## config.mk

```make
export PLATFORM = sky130hd
export DESIGN_NAME = mwc_ctrl
export DESIGN_NICKNAME = d
export VERILOG_FILES = /design/src/mwc_pkg.sv /design/src/mwc_filter_mem.sv /design/src/mwc_sticky.sv /design/src/mwc_ctrl.sv
export SDC_FILE = /design/constraint.sdc
export NUM_CORES = 1
export LEC_CHECK = 0
export BUFFER_PORTS_ARGS = -buffer_cell sky130_fd_sc_hd__buf_2
export CAP_MARGIN = 0
export CORE_MARGIN = 2
export CORE_UTILIZATION = 60
export DETAILED_ROUTE_END_ITERATION = 8
export PLACE_DENSITY = 0.91
export SLEW_MARGIN = 5
export SYNTH_ARGS = -nofsm -noshare
export SYNTH_HDL_FRONTEND = slang
export SYNTH_HIERARCHICAL = 1
export SYNTH_SLANG_ARGS = --single-unit
```

## constraint.sdc

```tcl
create_clock -name clk_sys -period 4.2 [get_ports clk_sys]
set_input_delay 0.84 -clock clk_sys [delete_from_list [all_inputs] [get_ports clk_sys]]
set_output_delay 0.84 -clock clk_sys [all_outputs]
set_load 0.01 [all_outputs]
```

## src/mwc_pkg.sv

```systemverilog
// constants and carrier types for the wake and checksum offload control bank
// assumes a 40 MHz system clock and a 32-bit apb register port
package mwc_pkg;

    // register word indices, byte address is four times the index
    localparam int ADDR_W = 8;
    localparam logic [5:0] IDX_FILTER = 6'h0B;
    localparam logic [5:0] IDX_WAKE_CSR = 6'h0C;
    localparam logic [5:0] IDX_CSUM_CR = 6'h0D;
    localparam logic [5:0] IDX_IRQ_STAT = 6'h10;
    localparam logic [5:0] IDX_IRQ_CLR = 6'h11;
    localparam logic [5:0] IDX_IRQ_EN = 6'h12;

    // wake control and status field positions
    localparam int WCSR_PTR_REWIND = 31;
    localparam int WCSR_UCAST_EN = 9;
    localparam int WCSR_FRAME_SEEN = 6;
    localparam int WCSR_MAGIC_SEEN = 5;
    localparam int WCSR_FRAME_EN = 2;
    localparam int WCSR_MAGIC_EN = 1;

    // checksum offload control field positions
    localparam int CCR_TX_EN = 16;
    localparam int CCR_RX_MODE = 1;
    localparam int CCR_RX_EN = 0;

    // implemented bits and reset values
    localparam logic [31:0] WCSR_MASK = 32'h0000_0266;
    localparam logic [31:0] CCR_MASK = 32'h0001_0003;
    localparam logic [31:0] WCSR_RST = 32'h0000_0000;
    localparam logic [31:0] CCR_RST = 32'h0000_0000;

    // interrupt status layout
    localparam int IRQ_BITS = 3;
    localparam int IRQ_MAGIC = 0;
    localparam int IRQ_FRAME = 1;
    localparam int IRQ_UCAST = 2;

    // filter size and fixed receive checksum start
    localparam int FILTER_DEPTH = 8;
    localparam int CSUM_FIXED_HDR_BYTES = 14;

    // receive qualifiers from the mac receive path
    typedef struct packed {
        logic frame_ok;
        logic da_bit0;
        logic magic_ok;
        logic wake_frame_ok;
    } mwc_rx_evt_t;

    // steering of the checksum offload engines
    typedef struct packed {
        logic tx_en;
        logic rx_en;
        logic rx_l3_start;
    } mwc_csum_ctrl_t;

endpackage : mwc_pkg

```

## src/mwc_filter_mem.sv

```systemverilog
// wake frame filter storage, one write port and two registered read ports
// assumes writes and reads come from the same clock domain
`timescale 1ns/100ps
module mwc_filter_mem #(
    parameter int DEPTH = 8,
    parameter int WIDTH = 32
) (
    input wire logic clk_sys,
    input wire logic wr_en,
    input wire logic [$clog2(DEPTH)-1:0] wr_addr,
    input wire logic [WIDTH-1:0] wr_data,
    input wire logic [$clog2(DEPTH)-1:0] rd_a_addr,
    output logic [WIDTH-1:0] rd_a_data,
    input wire logic [$clog2(DEPTH)-1:0] rd_b_addr,
    output logic [WIDTH-1:0] rd_b_data
);

    // a single entry would leave the address ports without bits
    if (DEPTH < 2 || WIDTH < 1) begin : g_bad_size
        $error("filter store needs at least 2 entries of at least 1 bit");
    end

    logic [WIDTH-1:0] mem [DEPTH];

    // storage write and registered reads
    always_ff @(posedge clk_sys) begin
        if (wr_en) begin
            mem[wr_addr] <= wr_data;
        end
        rd_a_data <= mem[rd_a_addr];
        rd_b_data <= mem[rd_b_addr];
    end

endmodule : mwc_filter_mem

```

## src/mwc_sticky.sv

```systemverilog
// sticky event flags, software clear, a set in the same cycle wins
// assumes set and clear are same-clock pulses
`timescale 1ns/100ps
module mwc_sticky #(
    parameter int WIDTH = 3
) (
    input wire logic clk_sys,
    input wire logic rst,
    input wire logic [WIDTH-1:0] set,
    input wire logic [WIDTH-1:0] clr,
    output logic [WIDTH-1:0] flags
);

    // an empty flag vector cannot be built
    if (WIDTH < 1) begin : g_bad_width
        $error("sticky flag width must be at least 1");
    end

    typedef struct packed {
        logic [WIDTH-1:0] flags;
    } mwc_sticky_st_t;

    mwc_sticky_st_t st_reg;
    mwc_sticky_st_t st_next;

    // per-bit clear then set
    always_comb begin
        st_next = st_reg;
        st_next.flags = (st_reg.flags & ~clr) | set;
    end

    always_ff @(posedge clk_sys or posedge rst) begin
        if (rst) begin
            st_reg <= '0;
        end else begin
            st_reg <= st_next;
        end
    end

    assign flags = st_reg.flags;

endmodule : mwc_sticky

```

## src/mwc_ctrl.sv

```systemverilog
// wake-up control/status and checksum offload control registers on apb
// assumes mac receive qualifiers are single-cycle pulses on clk_sys
//
// Summary of operation
// - writing one to bit 31 rewinds the filter pointer; bit reads zero
// - unicast wake enable: frame with destination bit 0 clear ends power save
// - valid remote wake frame sets the frame-seen flag, bit 6
// - valid magic packet sets the magic-seen flag, bit 5
// - bit 2 enables wake frame detection through the programmed filter
// - bit 1 enables magic packet wake
// - checksum control bit 16 enables the transmit engine, else bypass
// - bit 1 clear starts receive checksum at byte 14, set at layer 3
// - checksum control bit 0 enables the receive engine, else bypass
// - filter is eight words through one location, pointer wraps after eighth
`timescale 1ns/100ps
module mwc_ctrl
    import mwc_pkg::*;
#(
    parameter int DEPTH = FILTER_DEPTH
) (
    input wire logic clk_sys,
    input wire logic rst,
    input wire logic psel,
    input wire logic penable,
    input wire logic pwrite,
    input wire logic [ADDR_W-1:0] paddr,
    input wire logic [31:0] pwdata,
    output logic [31:0] prdata,
    output logic pready,
    output logic pslverr,
    input wire mwc_rx_evt_t rx_evt,
    input wire logic power_save,
    input wire logic [$clog2(DEPTH)-1:0] filter_rd_idx,
    output logic [31:0] filter_rd_data,
    output logic wake_req,
    output logic magic_wake_en,
    output logic wake_frame_detect_en,
    output mwc_csum_ctrl_t csum_ctrl,
    output logic irq
);

    localparam int PTR_W = $clog2(DEPTH);

    // pointer wrap relies on a power-of-two depth, refused at elaboration
    if (DEPTH < 2 || (DEPTH & (DEPTH - 1)) != 0) begin : g_bad_depth
        $error("filter depth must be a power of two of at least 2");
    end

    typedef struct packed {
        logic [31:0] prdata;
        logic pready;
        logic pslverr;
        logic [PTR_W-1:0] fptr;
        logic magic_en;
        logic frame_en;
        logic ucast_en;
        logic magic_seen;
        logic frame_seen;
        logic tx_en;
        logic rx_en;
        logic rx_l3_start;
        logic [IRQ_BITS-1:0] irq_en;
        logic irq;
        logic wake_req;
    } mwc_st_t;

    mwc_st_t st_reg;
    mwc_st_t st_next;

    logic [5:0] idx;
    logic acc_first;
    logic done;
    logic wr_done;
    logic hit;
    logic ev_magic;
    logic ev_frame;
    logic ev_ucast;
    logic clr_wake;
    logic [31:0] mem_a_q;
    logic [31:0] wcsr_rd;
    logic [31:0] ccr_rd;
    logic [31:0] rd_word;
    logic [IRQ_BITS-1:0] irq_set;
    logic [IRQ_BITS-1:0] irq_clr;
    logic [IRQ_BITS-1:0] irq_flags;

    // apb phase decode, one wait state before every answer
    assign idx = paddr[ADDR_W-1:2];
    assign acc_first = psel & penable & ~st_reg.pready;
    assign done = psel & penable & st_reg.pready;
    assign wr_done = done & pwrite;
    assign hit = idx == IDX_FILTER || idx == IDX_WAKE_CSR || idx == IDX_CSUM_CR
        || idx == IDX_IRQ_STAT || idx == IDX_IRQ_CLR || idx == IDX_IRQ_EN;

    // qualified wake events
    assign ev_magic = rx_evt.magic_ok & st_reg.magic_en;
    assign ev_frame = rx_evt.wake_frame_ok & st_reg.frame_en;
    assign ev_ucast = rx_evt.frame_ok & ~rx_evt.da_bit0 & st_reg.ucast_en;

    // interrupt status events and write-one clears
    always_comb begin
        irq_set = '0;
        irq_set[IRQ_MAGIC] = ev_magic;
        irq_set[IRQ_FRAME] = ev_frame;
        irq_set[IRQ_UCAST] = ev_ucast;
        irq_clr = (wr_done && idx == IDX_IRQ_CLR) ? pwdata[IRQ_BITS-1:0] : '0;
    end

    mwc_sticky #(
        .WIDTH(IRQ_BITS)
    ) u_irq_stat (
        .clk_sys(clk_sys),
        .rst(rst),
        .set(irq_set),
        .clr(irq_clr),
        .flags(irq_flags)
    );

    // filter words, apb side walks the shared pointer
    mwc_filter_mem #(
        .DEPTH(DEPTH),
        .WIDTH(32)
    ) u_filter (
        .clk_sys(clk_sys),
        .wr_en(wr_done && idx == IDX_FILTER),
        .wr_addr(st_reg.fptr),
        .wr_data(pwdata),
        .rd_a_addr(st_reg.fptr),
        .rd_a_data(mem_a_q),
        .rd_b_addr(filter_rd_idx),
        .rd_b_data(filter_rd_data)
    );

    // readback words, unimplemented bits stay zero
    always_comb begin
        wcsr_rd = '0;
        wcsr_rd[WCSR_UCAST_EN] = st_reg.ucast_en;
        wcsr_rd[WCSR_FRAME_SEEN] = st_reg.frame_seen;
        wcsr_rd[WCSR_MAGIC_SEEN] = st_reg.magic_seen;
        wcsr_rd[WCSR_FRAME_EN] = st_reg.frame_en;
        wcsr_rd[WCSR_MAGIC_EN] = st_reg.magic_en;
        ccr_rd = '0;
        ccr_rd[CCR_TX_EN] = st_reg.tx_en;
        ccr_rd[CCR_RX_MODE] = st_reg.rx_l3_start;
        ccr_rd[CCR_RX_EN] = st_reg.rx_en;
        rd_word = '0;
        unique case (idx)
            IDX_FILTER: rd_word = mem_a_q;
            IDX_WAKE_CSR: rd_word = wcsr_rd;
            IDX_CSUM_CR: rd_word = ccr_rd;
            IDX_IRQ_STAT: rd_word = {{(32 - IRQ_BITS){1'b0}}, irq_flags};
            IDX_IRQ_EN: rd_word = {{(32 - IRQ_BITS){1'b0}}, st_reg.irq_en};
            default: rd_word = '0;
        endcase
    end

    assign clr_wake = wr_done && idx == IDX_WAKE_CSR;

    // next state of the whole bank
    always_comb begin
        st_next = st_reg;
        // answer phase
        if (acc_first) begin
            st_next.pready = 1'b1;
            st_next.pslverr = ~hit;
            st_next.prdata = pwrite ? '0 : rd_word;
        end else if (done) begin
            st_next.pready = 1'b0;
            st_next.pslverr = 1'b0;
            st_next.prdata = '0;
        end
        // filter pointer advances on each completed filter access and wraps
        if (done && idx == IDX_FILTER) begin
            st_next.fptr = st_reg.fptr + 1'b1;
        end
        // wake control write
        if (clr_wake) begin
            st_next.ucast_en = pwdata[WCSR_UCAST_EN];
            st_next.frame_en = pwdata[WCSR_FRAME_EN];
            st_next.magic_en = pwdata[WCSR_MAGIC_EN];
            if (pwdata[WCSR_FRAME_SEEN]) begin
                st_next.frame_seen = 1'b0;
            end
            if (pwdata[WCSR_MAGIC_SEEN]) begin
                st_next.magic_seen = 1'b0;
            end
            if (pwdata[WCSR_PTR_REWIND]) begin
                st_next.fptr = '0;
            end
        end
        // checksum control write
        if (wr_done && idx == IDX_CSUM_CR) begin
            st_next.tx_en = pwdata[CCR_TX_EN];
            st_next.rx_l3_start = pwdata[CCR_RX_MODE];
            st_next.rx_en = pwdata[CCR_RX_EN];
        end
        if (wr_done && idx == IDX_IRQ_EN) begin
            st_next.irq_en = pwdata[IRQ_BITS-1:0];
        end
        // received events win over a clear in the same cycle
        if (ev_frame) begin
            st_next.frame_seen = 1'b1;
        end
        if (ev_magic) begin
            st_next.magic_seen = 1'b1;
        end
        st_next.wake_req = power_save & (ev_magic | ev_frame | ev_ucast);
        st_next.irq = |(irq_flags & st_reg.irq_en);
    end

    always_ff @(posedge clk_sys or posedge rst) begin
        if (rst) begin
            st_reg <= '0;
        end else begin
            st_reg <= st_next;
        end
    end

    // outputs straight from the state register
    assign prdata = st_reg.prdata;
    assign pready = st_reg.pready;
    assign pslverr = st_reg.pslverr;
    assign wake_req = st_reg.wake_req;
    assign magic_wake_en = st_reg.magic_en;
    assign wake_frame_detect_en = st_reg.frame_en;
    assign csum_ctrl = '{tx_en: st_reg.tx_en, rx_en: st_reg.rx_en,
        rx_l3_start: st_reg.rx_l3_start};
    assign irq = st_reg.irq;
endmodule : mwc_ctrl

```

### Word-level counts from Yosys, hierarchy flattened

Memories as Yosys holds them, arrays and structs flattened. A register that Yosys moved wholly into a read port is not among the register bits.
Cells that the tools add are included.

* memories kept: 1
* RAM bits: 256
* output and inout bits: 73
* input bits: 53
* logic and storage cells: 75
* flip-flop bits (word level): 53

* bitwise logic cells: 18
* $add $sub $neg: 1
* muxes and demuxes: 14
* reductions and logical operators: 19
* equal/unequal tests: 6

Memories
* u_filter.mem: depth 8, width 32, rd ports 2, clocked after Yosys merged registers in 2, write ports 1, line mwc_filter_mem.sv:23 `logic [WIDTH-1:0] mem [DEPTH];`

Operators with widths (count)
* $pmux 32 s5: 1
* $mux 34: 2
* $mux 32: 1
* $eq 6x4->1 const B: 3
* $eq 6x5->1 const B: 3
* $reduce_bool 2->1: 5
* $and 1x1->1: 9
* $mux 3: 3
* $mux 8: 1
* $and 3x3->3: 2
* $logic_and 1x1->1: 6
* $mux 1: 6
* $logic_or 1x1->1: 5
* $reduce_and 2->1: 2
* $add 3x1->3 const B: 1
* $not 1->1: 3
* $not 3->3: 1
* $or 3x3->3: 1
* $reduce_or 3->1: 1
* $or 1x1->1: 2

### Logic depth before layout (Yosys ltp)

* depth after elaboration: 8
* gate-level depth with buffers: 6
* mapped depth without buffers: 5

### Modules after synthesis

The synthesis kept the hierarchy.

Modules (own cells, without submodules)
* mwc_filter_mem: area an instance 13175.1 µm², cells each 561, seq. area each 8968.6 µm², times used 1
* mwc_ctrl: area an instance 2509.9 µm², cells each 212, seq. area each 1251.2 µm², times used 1
* mwc_sticky: area an instance 112.6 µm², cells each 10, seq. area each 75.1 µm², times used 1

### Least setup slack after synthesis

No wires, ideal clock.

* kind: in2reg
* from: in paddr[7]
* to: mem u_filter.mem[0][0] (enable)
* path buffers: 1
* setup slack: -367 ps
* required time: 3739 ps
* stages on the path: 6
* arrival: 4106 ps
* path through: or3b_1 -> buf_4 -> nor3_2 -> and2_1 -> nand2b_1 -> nor3_1

* longest elaborated chain between the ends: 4

Ends and longest elaborated chain
* start, declared: line mwc_ctrl.sv:26 `input wire logic [ADDR_W-1:0] paddr,`
* $eq 6x4->1: line mwc_ctrl.sv:125 `.wr_en(wr_done && idx == IDX_FILTER),`
* $logic_and 1x1->1: line mwc_ctrl.sv:125
* $mux 1: line mwc_filter_mem.sv:27 `if (wr_en) begin`
* $mux 1 (not written as such): line mwc_filter_mem.sv:28 `mem[wr_addr] <= wr_data;`
* end, declared: line mwc_filter_mem.sv:23

No other way between the ends.

### Worst setup path in the final report

* from: in paddr[7]
* to: mem u_filter.mem[4][18] (enable)

Same word-level chain as after synthesis.

==> impl_metrics.toml <==
[worst_setup_path]
critPathMaxStageDelay_ns = 0.60
worst-path-buf-inv = 2
crit_cells = 7
worstSetupEndpointType = "flip-flop"
endpoint = "u_filter/mem[4][18]"
path_class = "primary input to flip-flop"
cp_data_required_time_ns = 4.35
worstPathArrival_ns = 3.22
critPathLaunchType = "primary input"
rrSetupSlack_ns = 1.54
critPathTopFamily = "simple AND/OR/NAND/NOR gates"
crit_path_start = "paddr[7]"
crit_fanout = 22
path_cells = "buf_2, or3b_1, nor3_2, and2_1, nand2_1, nor3_4, buf_4"
r2r_cells = 3
reg2reg_from = "st_reg[13]"
critPathSlowestCell = "or3b_1"
reg2reg_to = "u_filter/rd_a_data[31]"

[floorplan]
coreArea_um2 = 26000
die_h_um = 166
row_count = 59
io_pins = 126
die_width_um = 166
floorplan.initialDensity = 0.608
dieArea_um2 = 27600

[power]
peakVddDrop_v = 0.000287
p_sw_mw = 1.66
p_int_mw = 6.11
power_density_nw_per_um2 = 439
seq_power_share = 0.528
combPwrFrac = 0.067
p_clk_frac = 0.405
p_total_mw = 7.77
p_leak_nw = 6.48
p_sw_frac = 0.214

[drt]
drtAntennaViolNets = 0
routed_wl_um = 34700
dr.pass1.iters = 5
wire_per_inst_um = 27.8
drc_errors = 0
drt_iter0_markers = 911
vias = 8318
viasPerCell = 6.67

[job]
cap_violations = 0

[timing]
layout_worst_path_cycle_share = 0.730
rsz0062_at_grt = "false"
slew_headroom = 0.333
tns_ns = 0
holdWs_ns = 0.205
timing.final.crit_period_ns = 3.06
slew_violations = 0
setup_violations = 0
hold_viol = 0
fin_skew_ns = 0.0132
max_clock_freq_mhz = 326
worst_pin_slew_ns = 1.00

[cells_and_area]
nets = 941
area_delta_synth_final_pct = 12.1
largest_reg_flops = 256
final_common_cell = "edfxtp_1"
regMostFlops = "u_filter/mem"
fill_cells = 1525
antennaDiodeCount = 0
fin_util = 0.681
fin_cells = 1248
final_cell_mix = "256 x edfxtp_1, 122 x buf_2, 80 x mux4_1"
multi_input_area_um2 = 4970
drive_gt1_frac = 0.381
area.sequential_um2 = 10300

[synthesis]
syn_area_um2 = 15800
synth_edf_count = 256
synthCells = 783
synth-seq-cells = 373
yosysUniqueCellTypes = 52
ys.flop_type = "edfxtp_1"
yosys_warnings = 6
synth.yosys.seq_area_share = 0.652
synth_async_sr_flop_share = 0.142
syn_avg_cell_area_um2 = 20.2
syn_nets = 837

[cts]
cts_buffers = 36
cts_tree = "done"
htree_levels = 2
numClockSinks = 373
holdBufCountCts = 0
post_cts_buffers = 0
clk_latency_ns = 0.52
clkSlewWorstSetupHoldPaths_ns = 0.06
cts_resized = 0
root_buffer = "clkbuf_16"
clock_tree.buffer_depth = 3

[place]
dpl.hpwl_um = 20300
io_buffer_count = 123
gp_congestion = 0.818
dp_cells = 1184

[global_routing]
grt_start_max_net_pins = 65
grt_pass1_wl_um = 53400
grt_pass1_vias = 8926
grt_overflow_total = 0
grt_use_total = 0.255
grt_antenna_before_repair = 2

[hold_path]
hp-class = "primary input to async pin"

[status]
outcome = "complete, no violations"
[power groups by stage]
stage | Clock [mW] | Combinational, mW | Sequential (mW)
4_1_cts | 3.19 | 0.522 | 4.10
3_3_place_gp | 0 | 0.494 | 4.17
2_1_floorplan | 0 | 0.383 | 4.15
3_5_place_dp | 0 | 0.513 | 4.18
5_1_grt | 3.33 | 0.551 | 4.11
6_report | 3.15 | 0.519 | 4.10
[metal layers]
layer,share of wire,track usage
met4,0.042,0.111
met1,0.37,0.328
met3,0.089,0.0529
met2,0.50,0.429
met5,0.00078,0
[synth_stat cells (all sizes together), types with 2 or more instances]
cell    count  area share
edfxtp    256        0.49
mux4      128        0.20
buf        77       0.035
mux2       77       0.055
dfxtp      64       0.081
dfrtp      53       0.084
a22o       26       0.014
nand2      15      0.0037
nor2       10      0.0030
inv         8      0.0019
a21o        5      0.0024
a22oi       5      0.0024
clkbuf      4      0.0010
nand2b      4      0.0016
nor3        4      0.0023
a21oi       3     0.00095
and2        3      0.0012
and3        3      0.0012
nand3       3     0.00095
nor3b       3      0.0014
o21ai       3     0.00095
o31ai       3      0.0024
xnor2       3      0.0017
a222oi      2      0.0013
a32oi       2      0.0011
and3b       2      0.0011
nor4bb      2      0.0013
or3         2      0.0011
[cells by family (layout without fill, tap and decap cells)]
| group | count (synthesis) | after routing | share of synthesized area |
|---|---|---|---|
| buf+inv | 89 | 219 | 0.0380 |
| simple gates | 58 | 58 | 0.0230 |
| mux | 206 | 206 | 0.257 |
| xor+xnor | 3 | 3 | 0.00166 |
| flops | 373 | 373 | 0.652 |
| fa+ha+maj | 1 | 1 | 0.000792 |
| compound gates | 53 | 53 | 0.0278 |
[cell type report]
cell class              instances  share of cell area
flip-flops and latches        373               0.582
clock inverters                13             0.00551
clock buffers                  51              0.0596
inverters                       8             0.00170
multi-input cells             321               0.281
repair buffers                147              0.0472
well taps                     335              0.0237
[worst min-delay path by stage]
| stage | depth (start not counted) | end | slack [ns] |
|---|---|---|---|
| after global placement | 1 | prdata[28] | 0.43 |
| after floorplan | 1 | prdata[28] | 0.43 |
| after global routing | 2 | u_irq_stat/flags[1] | 0.21 |
| after CTS | 2 | u_irq_stat/flags[0] | 0.19 |
| final | 2 | u_irq_stat/flags[1] | 0.21 |
| after detailed placement | 1 | prdata[29] | 0.43 |
[metrics by stage]
stage | setup slack [ns] | cell area, um2
floorplan | 0.490 | 15800
global placement | 0.795 | 16600
detailed placement | 0.659 | 16600
CTS | 1.17 | 17700
global route | 1.07 | 17700
finish | 1.14 | 17700
(Power assumes the default switching activity.)
